<file path="config.mk">
export PLATFORM = sky130hd
export DESIGN_NAME = ntsc_top
export DESIGN_NICKNAME = d
export VERILOG_FILES = /design/src/ntsc_pkg.sv /design/src/ntsc_sync_detect.sv /design/src/ntsc_phase_osc.sv /design/src/ntsc_top.sv
export SDC_FILE = /design/constraint.sdc
export NUM_CORES = 1
export LEC_CHECK = 0
export BUFFER_PORTS_ARGS = -buffer_cell sky130_fd_sc_hd__buf_2
export CAP_MARGIN = 25
export CORE_ASPECT_RATIO = 2
export CORE_UTILIZATION = 50
export DETAILED_ROUTE_END_ITERATION = 10
export GPL_TIMING_DRIVEN = 1
export PLACE_DENSITY = 0.69
export SLEW_MARGIN = 40
export SYNTH_ARGS = -nofsm -noshare
export SYNTH_HDL_FRONTEND = slang
export SYNTH_SLANG_ARGS = --single-unit
</file>
<file path="constraint.sdc">
create_clock -name ref_clk -period 5.93 [get_ports ref_clk]
set_input_delay 0 -clock ref_clk [delete_from_list [all_inputs] [get_ports ref_clk]]
set_output_delay 0 -clock ref_clk [all_outputs]
set_load 0.02 [all_outputs]
</file>
<file path="src/ntsc_pkg.sv">
// register map, field positions and reset values of the oscillator and sync control block
// assumes byte-wide register port with 8-bit addresses
package ntsc_pkg;
   localparam logic [7:0] ADDR_MASTER = 8'h3A;
   localparam logic [7:0] ADDR_OSC_CTRL = 8'h51;
   localparam logic [7:0] ADDR_FREQ3 = 8'h52;
   localparam logic [7:0] ADDR_FREQ2 = 8'h53;
   localparam logic [7:0] ADDR_FREQ1 = 8'h54;
   localparam logic [7:0] ADDR_FREQ0 = 8'h55;
   localparam logic [7:0] ADDR_PHASE_HI = 8'h56;
   localparam logic [7:0] ADDR_PHASE_LO = 8'h57;
   localparam logic [7:0] ADDR_GATE = 8'h58;
   localparam logic [7:0] ADDR_PIN = 8'h59;
   localparam logic [7:0] ADDR_PATH = 8'h5A;

   localparam int MSTR_EN_BIT = 0;
   localparam int OC_QTIE_BIT = 6;
   localparam int OC_REV_BIT = 5;
   localparam int OC_AMP_BIT = 2;
   localparam int OC_PHD_BIT = 1;
   localparam int GC_QNEXT_BIT = 7;
   localparam int GC_QEN_BIT = 6;
   localparam int GC_FNEXT_BIT = 5;
   localparam int GC_FEN_BIT = 4;
   localparam int GC_TNEXT_BIT = 1;
   localparam int GC_TEN_BIT = 0;
   localparam int PS_EDGE_BIT = 1;
   localparam int PS_RISE_BIT = 0;
   localparam int LL_SEL_BIT = 0;

   localparam logic [7:0] MASTER_WMASK = 8'h01;
   localparam logic [7:0] OSC_WMASK = 8'h66;
   localparam logic [7:0] OSC_ONES = 8'h11;
   localparam logic [7:0] GATE_WMASK = 8'hF3;
   localparam logic [7:0] PIN_WMASK = 8'h03;
   localparam logic [7:0] PATH_WMASK = 8'h01;

   localparam logic [7:0] RST_ZERO = 8'h00;
   localparam logic [7:0] RST_PATH = 8'h01;
   localparam logic [15:0] DITHER_SEED = 16'hACE1;
   localparam logic [15:0] DITHER_TAPS = 16'hB400;
   localparam int PHD_BITS = 2;
endpackage

</file>
<file path="src/ntsc_sync_detect.sv">
// sync pin synchroniser with level or edge detection
// assumes sync_pin is asynchronous to ref_clk
`timescale 1ns/1ps
module ntsc_sync_detect (
   input wire logic ref_clk,
   input wire logic resetn,
   input wire logic sync_pin,
   input wire logic edge_mode,
   input wire logic rise_sel,
   output logic sync_event
);
   logic meta_q;
   logic sync_s_q;
   logic sync_d_q;
   logic event_q;
   wire rise_w = sync_s_q & ~sync_d_q;
   wire fall_w = ~sync_s_q & sync_d_q;
   wire edge_w = rise_sel ? rise_w : fall_w;
   wire event_d = edge_mode ? edge_w : sync_s_q;

   always_ff @(posedge ref_clk) begin
      if (!resetn) begin
         meta_q <= 1'b0;
         sync_s_q <= 1'b0;
         sync_d_q <= 1'b0;
         event_q <= 1'b0;
      end else begin
         meta_q <= sync_pin;
         sync_s_q <= meta_q;
         sync_d_q <= sync_s_q;
         event_q <= event_d;
      end
   end
   assign sync_event = event_q;
endmodule

</file>
<file path="src/ntsc_phase_osc.sv">
// tunable phase accumulator with start phase load and dither
// assumes sample_en is a one-cycle enable at the divided sample rate
`timescale 1ns/1ps
module ntsc_phase_osc #(
   parameter int ACC_W = 32,
   parameter int PH_W = 16
) (
   input wire logic ref_clk,
   input wire logic resetn,
   input wire logic sample_en,
   input wire logic [ACC_W-1:0] tuning_word,
   input wire logic [PH_W-1:0] start_phase_word,
   input wire logic reverse,
   input wire logic amp_dither_en,
   input wire logic phase_dither_en,
   input wire logic resync,
   output logic [ACC_W-1:0] acc,
   output logic [PH_W-1:0] phase,
   output logic amp_dither
);
   logic [ACC_W-1:0] acc_q;
   logic [PH_W-1:0] phase_q;
   logic amp_q;
   logic started_q;
   logic [15:0] lfsr_q;
   wire [ACC_W-1:0] step_w = reverse ? (~tuning_word + 1'b1) : tuning_word;
   wire load_w = resync | ~started_q;
   wire [ACC_W-1:0] start_w = {start_phase_word, {(ACC_W-PH_W){1'b0}}};
   wire [ACC_W-1:0] acc_d = load_w ? start_w : (sample_en ? acc_q + step_w : acc_q);
   wire [PH_W-1:0] pdith_w = phase_dither_en ? PH_W'(lfsr_q[ntsc_pkg::PHD_BITS-1:0]) : '0;
   wire [15:0] lfsr_d = lfsr_q[0] ? ((lfsr_q >> 1) ^ ntsc_pkg::DITHER_TAPS) : (lfsr_q >> 1);

   always_ff @(posedge ref_clk) begin
      if (!resetn) begin
         acc_q <= '0;
         phase_q <= '0;
         amp_q <= 1'b0;
         started_q <= 1'b0;
         lfsr_q <= ntsc_pkg::DITHER_SEED;
      end else begin
         acc_q <= acc_d;
         started_q <= 1'b1;
         if (sample_en) begin
            lfsr_q <= lfsr_d;
            phase_q <= acc_q[ACC_W-1 -: PH_W] + pdith_w;
            amp_q <= amp_dither_en & lfsr_q[15];
         end
      end
   end
   assign acc = acc_q;
   assign phase = phase_q;
   assign amp_dither = amp_q;
endmodule

</file>
<file path="src/ntsc_top.sv">
// oscillator tuning, dither and sync gating control with byte register port
// assumes register port and sample_en on ref_clk; sync_pin asynchronous
`timescale 1ns/1ps
module ntsc_top (
   input wire logic ref_clk,
   input wire logic resetn,
   input wire logic sample_en,
   input wire logic sync_pin,
   input wire logic reg_wr_en,
   input wire logic reg_rd_en,
   input wire logic [7:0] reg_addr,
   input wire logic [7:0] reg_wdata,
   output logic [7:0] reg_rdata,
   output logic [31:0] osc_acc,
   output logic [15:0] osc_phase,
   output logic amp_dither,
   output logic spectral_invert,
   output logic phase_dither_on,
   output logic low_latency_sel,
   output logic quarter_tie_en,
   output logic tunable_sync,
   output logic quarter_sync,
   output logic fir_sync
);
   function automatic logic addr_hit(input logic [7:0] a, input logic [7:0] t);
      addr_hit = (a == t);
   endfunction

   logic [7:0] master_q;
   logic [7:0] osc_ctrl_q;
   logic [31:0] tuning_word_q;
   logic [15:0] start_phase_word_q;
   logic [7:0] gate_q;
   logic [7:0] gate_d;
   logic [7:0] pin_q;
   logic [7:0] path_q;
   logic [7:0] rdata_q;
   logic tsync_q;
   logic qsync_q;
   logic fsync_q;
   logic rev_q;
   logic phd_q;
   logic ll_q;
   logic qtie_q;
   logic sync_event;

   wire wr_master = reg_wr_en && addr_hit(reg_addr, ntsc_pkg::ADDR_MASTER);
   wire wr_osc = reg_wr_en && addr_hit(reg_addr, ntsc_pkg::ADDR_OSC_CTRL);
   wire wr_f3 = reg_wr_en && addr_hit(reg_addr, ntsc_pkg::ADDR_FREQ3);
   wire wr_f2 = reg_wr_en && addr_hit(reg_addr, ntsc_pkg::ADDR_FREQ2);
   wire wr_f1 = reg_wr_en && addr_hit(reg_addr, ntsc_pkg::ADDR_FREQ1);
   wire wr_f0 = reg_wr_en && addr_hit(reg_addr, ntsc_pkg::ADDR_FREQ0);
   wire wr_ph = reg_wr_en && addr_hit(reg_addr, ntsc_pkg::ADDR_PHASE_HI);
   wire wr_pl = reg_wr_en && addr_hit(reg_addr, ntsc_pkg::ADDR_PHASE_LO);
   wire wr_gate = reg_wr_en && addr_hit(reg_addr, ntsc_pkg::ADDR_GATE);
   wire wr_pin = reg_wr_en && addr_hit(reg_addr, ntsc_pkg::ADDR_PIN);
   wire wr_path = reg_wr_en && addr_hit(reg_addr, ntsc_pkg::ADDR_PATH);

   wire master_on = master_q[ntsc_pkg::MSTR_EN_BIT];
   wire ev_ok = sync_event & master_on;
   wire t_hit = ev_ok & gate_q[ntsc_pkg::GC_TEN_BIT];
   wire q_hit = ev_ok & gate_q[ntsc_pkg::GC_QEN_BIT];
   wire f_hit = ev_ok & gate_q[ntsc_pkg::GC_FEN_BIT];
   wire t_clr = t_hit & gate_q[ntsc_pkg::GC_TNEXT_BIT];
   wire q_clr = q_hit & gate_q[ntsc_pkg::GC_QNEXT_BIT];
   wire f_clr = f_hit & gate_q[ntsc_pkg::GC_FNEXT_BIT];

   // software write takes priority over the one-shot clear
   always_comb begin
      gate_d = gate_q;
      if (wr_gate) begin
         gate_d = reg_wdata & ntsc_pkg::GATE_WMASK;
      end else begin
         if (t_clr) gate_d[ntsc_pkg::GC_TEN_BIT] = 1'b0;
         if (q_clr) gate_d[ntsc_pkg::GC_QEN_BIT] = 1'b0;
         if (f_clr) gate_d[ntsc_pkg::GC_FEN_BIT] = 1'b0;
      end
   end

   wire [7:0] rd_val =
      addr_hit(reg_addr, ntsc_pkg::ADDR_MASTER) ? master_q :
      addr_hit(reg_addr, ntsc_pkg::ADDR_OSC_CTRL) ? (osc_ctrl_q | ntsc_pkg::OSC_ONES) :
      addr_hit(reg_addr, ntsc_pkg::ADDR_FREQ3) ? tuning_word_q[31:24] :
      addr_hit(reg_addr, ntsc_pkg::ADDR_FREQ2) ? tuning_word_q[23:16] :
      addr_hit(reg_addr, ntsc_pkg::ADDR_FREQ1) ? tuning_word_q[15:8] :
      addr_hit(reg_addr, ntsc_pkg::ADDR_FREQ0) ? tuning_word_q[7:0] :
      addr_hit(reg_addr, ntsc_pkg::ADDR_PHASE_HI) ? start_phase_word_q[15:8] :
      addr_hit(reg_addr, ntsc_pkg::ADDR_PHASE_LO) ? start_phase_word_q[7:0] :
      addr_hit(reg_addr, ntsc_pkg::ADDR_GATE) ? gate_q :
      addr_hit(reg_addr, ntsc_pkg::ADDR_PIN) ? pin_q :
      addr_hit(reg_addr, ntsc_pkg::ADDR_PATH) ? path_q : ntsc_pkg::RST_ZERO;

   always_ff @(posedge ref_clk) begin
      if (!resetn) begin
         master_q <= ntsc_pkg::RST_ZERO;
         osc_ctrl_q <= ntsc_pkg::RST_ZERO;
         tuning_word_q <= '0;
         start_phase_word_q <= '0;
         gate_q <= ntsc_pkg::RST_ZERO;
         pin_q <= ntsc_pkg::RST_ZERO;
         path_q <= ntsc_pkg::RST_PATH;
      end else begin
         if (wr_master) master_q <= reg_wdata & ntsc_pkg::MASTER_WMASK;
         if (wr_osc) osc_ctrl_q <= reg_wdata & ntsc_pkg::OSC_WMASK;
         if (wr_f3) tuning_word_q[31:24] <= reg_wdata;
         if (wr_f2) tuning_word_q[23:16] <= reg_wdata;
         if (wr_f1) tuning_word_q[15:8] <= reg_wdata;
         if (wr_f0) tuning_word_q[7:0] <= reg_wdata;
         if (wr_ph) start_phase_word_q[15:8] <= reg_wdata;
         if (wr_pl) start_phase_word_q[7:0] <= reg_wdata;
         if (wr_pin) pin_q <= reg_wdata & ntsc_pkg::PIN_WMASK;
         if (wr_path) path_q <= reg_wdata & ntsc_pkg::PATH_WMASK;
         gate_q <= gate_d;
      end
   end

   // registered outputs
   always_ff @(posedge ref_clk) begin
      if (!resetn) begin
         rdata_q <= ntsc_pkg::RST_ZERO;
         tsync_q <= 1'b0;
         qsync_q <= 1'b0;
         fsync_q <= 1'b0;
         rev_q <= 1'b0;
         phd_q <= 1'b0;
         ll_q <= 1'b1;
         qtie_q <= 1'b0;
      end else begin
         if (reg_rd_en) rdata_q <= rd_val;
         tsync_q <= t_hit;
         qsync_q <= q_hit;
         fsync_q <= f_hit;
         rev_q <= osc_ctrl_q[ntsc_pkg::OC_REV_BIT];
         phd_q <= osc_ctrl_q[ntsc_pkg::OC_PHD_BIT];
         ll_q <= path_q[ntsc_pkg::LL_SEL_BIT];
         qtie_q <= osc_ctrl_q[ntsc_pkg::OC_QTIE_BIT];
      end
   end

   assign reg_rdata = rdata_q;
   assign tunable_sync = tsync_q;
   assign quarter_sync = qsync_q;
   assign fir_sync = fsync_q;
   assign spectral_invert = rev_q;
   assign phase_dither_on = phd_q;
   assign low_latency_sel = ll_q;
   assign quarter_tie_en = qtie_q;

   ntsc_sync_detect u_sync (
      .ref_clk(ref_clk),
      .resetn(resetn),
      .sync_pin(sync_pin),
      .edge_mode(pin_q[ntsc_pkg::PS_EDGE_BIT]),
      .rise_sel(pin_q[ntsc_pkg::PS_RISE_BIT]),
      .sync_event(sync_event)
   );

   ntsc_phase_osc #(.ACC_W(32), .PH_W(16)) u_osc (
      .ref_clk(ref_clk),
      .resetn(resetn),
      .sample_en(sample_en),
      .tuning_word(tuning_word_q),
      .start_phase_word(start_phase_word_q),
      .reverse(osc_ctrl_q[ntsc_pkg::OC_REV_BIT]),
      .amp_dither_en(osc_ctrl_q[ntsc_pkg::OC_AMP_BIT]),
      .phase_dither_en(osc_ctrl_q[ntsc_pkg::OC_PHD_BIT]),
      .resync(t_hit),
      .acc(osc_acc),
      .phase(osc_phase),
      .amp_dither(amp_dither)
   );
endmodule

</file>
==> metrics.md <==
| Metric | Value |
|---|---|
| Status | `finished, final reports clean` |
| Starting Density | `0.509` |
| CP Launch Point | `tuning_word_q[0]$_SDFFE_PN0P_` |
| Setup slack, reg-to-reg | `1.43 ns` |
| Global Route Usage Sum | `0.294` |
| CORE AREA | `16300 µm²` |
| Setup TNS | `0 ns` |
| Ys async rst share | `0` |
| Hold path start | `resetn` |
| Synthesized instance count | `1020` |
| Synth Cell Area | `8290 µm²` |
| Endpoint of the worst hold path | `u_osc.lfsr_q[0]$_SDFFE_PN1P_` |
| Unrepaired setup endpoints after global routing | `false` |
| Kind of critical path | `reg2reg` |
| NumNets Final | `1151` |
| Final Max Tran Viols | `0` |
| Commonest non-fill, non-tap cell in the layout | `dfxtp_1` |
| Skew-Pair Late Insertion Delay | `0.43 ns` |
| Crit path launch type | `flip-flop` |
| CP max stage delay | `0.61 ns` |
| Worst r2r src | `tuning_word_q[0]$_SDFFE_PN0P_` |
| First-pass DRT Iterations | `5` |
| Die Wd | `93.0 µm` |
| Seq cells post-synth | `147` |
| Sequential area share after synthesis | `0.355` |
| Syn Area/Cell | `8.12 µm²` |
| Antenna cells | `0` |
| Worst-path clk slew | `0.06 ns` |
| Via-per-instance ratio | `6.09` |
| Layout cells sized above 1 | `0.126` |
| Fmax | `222 MHz` |
| Max-slew headroom | `0.478` |
| Final hold vios | `0` |
| Synth top area cells | `dfxtp_1, a21oi_1, ha_1` |
| Met2 wire length | `12800 µm` |
| Max rail drop VDD | `199 µV` |
| Critical path cell sequence | `or4_1, or3_1, o41ai_1, xnor2_1, ha_1, nand4_1, nor3b_1, o311ai_0, a21oi_1, o41ai_1, o21ai_0, xnor2_1, o22ai_1` |
| Maximum fanout along the worst path | `8` |
| CP Data Arrival Time | `4.79 ns` |
| Worst setup EP type | `flip-flop` |
| Placement Rows | `66` |
| Hold Path Class | `in2reg` |
| Clk sink count | `147` |
| Post-route ant nets | `0` |
| Period utilisation layout | `0.760` |
| Final Util | `0.587` |
| Setup repair bufs after CTS | `0` |
| Commonest cells after routing, fill and taps aside | `dfxtp_1, nand2_1, a21oi_1` |
| First-pass GRT wire length | `38600 µm` |
| WL met3 | `1150 µm` |
| DR WL/cell | `19.2 µm` |
| Worst Tran Pin Value | `0.777 ns` |
| Pwr dens | `237 nW/µm²` |
| Pleak | `3.89 nW` |
| H-tree depth | `4` |
| Synth cell types | `61` |
| Fin crit period | `4.50 ns` |
| Total Routed Length | `25000 µm` |
| Cell taking the most area after synthesis | `dfxtp_1` |
| Reg2reg path depth | `13` |
| Ports | `86` |
| Initial antenna violation count | `0` |
| CTS Buf Count | `17` |
| Setup-failing EPs final | `0` |
| Area Growth Syn to Fin | `15.2%` |
| Number of synthesized flops with an enable pin | `0` |
| Via count | `7940` |
| Total power | `0.00226 W` |
| Port buffer count | `85` |
| Syn_nets | `1083` |
| GP Congestion | `0.938` |
| Wl on met1 | `9500 µm` |
| Worst EP required | `6.22 ns` |
| Vias in the first global route | `7411` |
| Number of max-cap violations | `0` |
| Dominant synthesized flop cell | `dfxtp_1` |
| Top Metal Used | `met4` |
| Bufs on Longest Clock Path | `2` |
| Total gr overflow | `0` |
| Worst hold stages | `2` |
| Starting DRT DRC Count | `438` |
| Final clock skew | `0.00963 ns` |
| DIE HEIGHT | `184 µm` |
| HPWL Detailed | `18300 µm` |
| DIE AREA | `17100 µm²` |
| Largest net degree at the start of global routing | `76` |
| Post-synth top area share | `0.355` |
| RR Endpoint | `u_osc.acc[31]$_SDFFE_PN0P_` |
| DRC Markers | `0` |
| Critical-path top delay cell | `o41ai_1` |
| CTS tree | `done` |
| Clock Tree Root | `clkbuf_16` |
| Yosys warns | `0` |
[worst max path at each step]
stage | endpoint | depth (start not counted) | slack [ns]
2_1_floorplan | u_osc.acc[31]$_SDFFE_PN0P_ | 14 | 1.93
3_3_place_gp | u_osc.acc[31]$_SDFFE_PN0P_ | 14 | 1.51
3_5_place_dp | u_osc.acc[31]$_SDFFE_PN0P_ | 14 | 1.50
4_1_cts | u_osc.acc[31]$_SDFFE_PN0P_ | 13 | 1.46
5_1_grt | u_osc.acc[31]$_SDFFE_PN0P_ | 13 | 1.23
6_report | u_osc.acc[31]$_SDFFE_PN0P_ | 13 | 1.43
[sequential cells by signal, indices dropped and copies added (netlist names), 2 cells and up]
register and flops:
gate_q 6, pin_q 2, tuning_word_q 32, osc_ctrl_q 4
reg_rdata 8, u_osc.lfsr_q 16, u_osc.phase 16, start_phase_word_q 16
u_osc.acc 32
[final cells by class]
cell class | instances | area (µm²)
tap | 204 | 255
multi-input combinational | 795 | 5070
fill | 1535 | 6720
timing repair buffer | 109 | 644
inverter | 18 | 67.6
clock inverter | 11 | 129
sequential | 147 | 2940
clock buffer | 19 | 443
[synth_stat cells (all sizes together) (3+ instances only)]
cell	count
a211oi	18
a21o	10
a21oi	106
a221oi	7
a222oi	3
a22o	4
a22oi	7
a311oi	7
a31oi	5
and2	15
and3	14
buf	5
clkbuf	55
dfxtp	147
ha	39
inv	18
mux2i	35
nand2	130
nand2b	18
nand3	77
nand4	5
nor2	64
nor2b	8
nor3	7
nor3b	8
nor4	7
o211ai	3
o21a	3
o21ai	51
o221ai	4
o22ai	7
o31ai	10
o41ai	6
or3	11
or4	10
xnor2	52
xor2	18
[logic make-up (layout without fill, tap and decap cells)]
logic type	after synthesis	after routing	share of synthesized area
XOR/XNOR	70	70	0.0740
adder cells (fa/ha/maj)	41	41	0.0637
multiplexers	38	38	0.0491
AND/OR/NAND/NOR	382	382	0.224
AO/OA/AOI/OAI	264	264	0.199
flip-flops	147	147	0.355
buffers and inverters	78	157	0.0355
[metal layers]
| metal | track usage | vias to the layer above |
|---|---|---|
| met1 | 0.319 | 3738 |
| met5 | 0 | - |
| met3 | 0.0455 | 88 |
| met2 | 0.524 | 299 |
| li1 | - | 3815 |
| met4 | 0.183 | 0 |
[through the flow]
stage / cell area (µm²) / hold WS (ns) / setup WS (ns) / instances
after floorplan: 8290 / 0.0277 / 1.93 / 1020
after global placement: 8840 / 0.207 / 1.51 / 1260
after detailed placement: 8840 / 0.214 / 1.50 / 1260
after CTS: 9550 / 0.0830 / 1.46 / 1303
after global routing: 9550 / 0.112 / 1.23 / 1303
final: 9550 / 0.0921 / 1.43 / 1303
[repair_timing]
item / 4_1_cts / 5_1_grt
gates resized for setup: 0 / 0
hold buffers: 13 / 0
endpoints found under the hold margin: 63 / 0
[worst max-delay path: cells and delay by family (launching register included)]
family          cells  cell delay (ns)
xor+xnor            2             0.30
flops               1             0.36
fa+ha+maj           1             0.39
simple gates        4             1.21
compound gates      6             2.12
[power breakdown]
part           switching (W)  leakage (nW)  internal, W  total, W
clock               0.000443         0.276     0.000629   0.00107
sequential         0.0000167          1.19      0.00101   0.00102
combinational       0.000109          2.42    0.0000558  0.000164
Power figures use the tool's default switching activity.
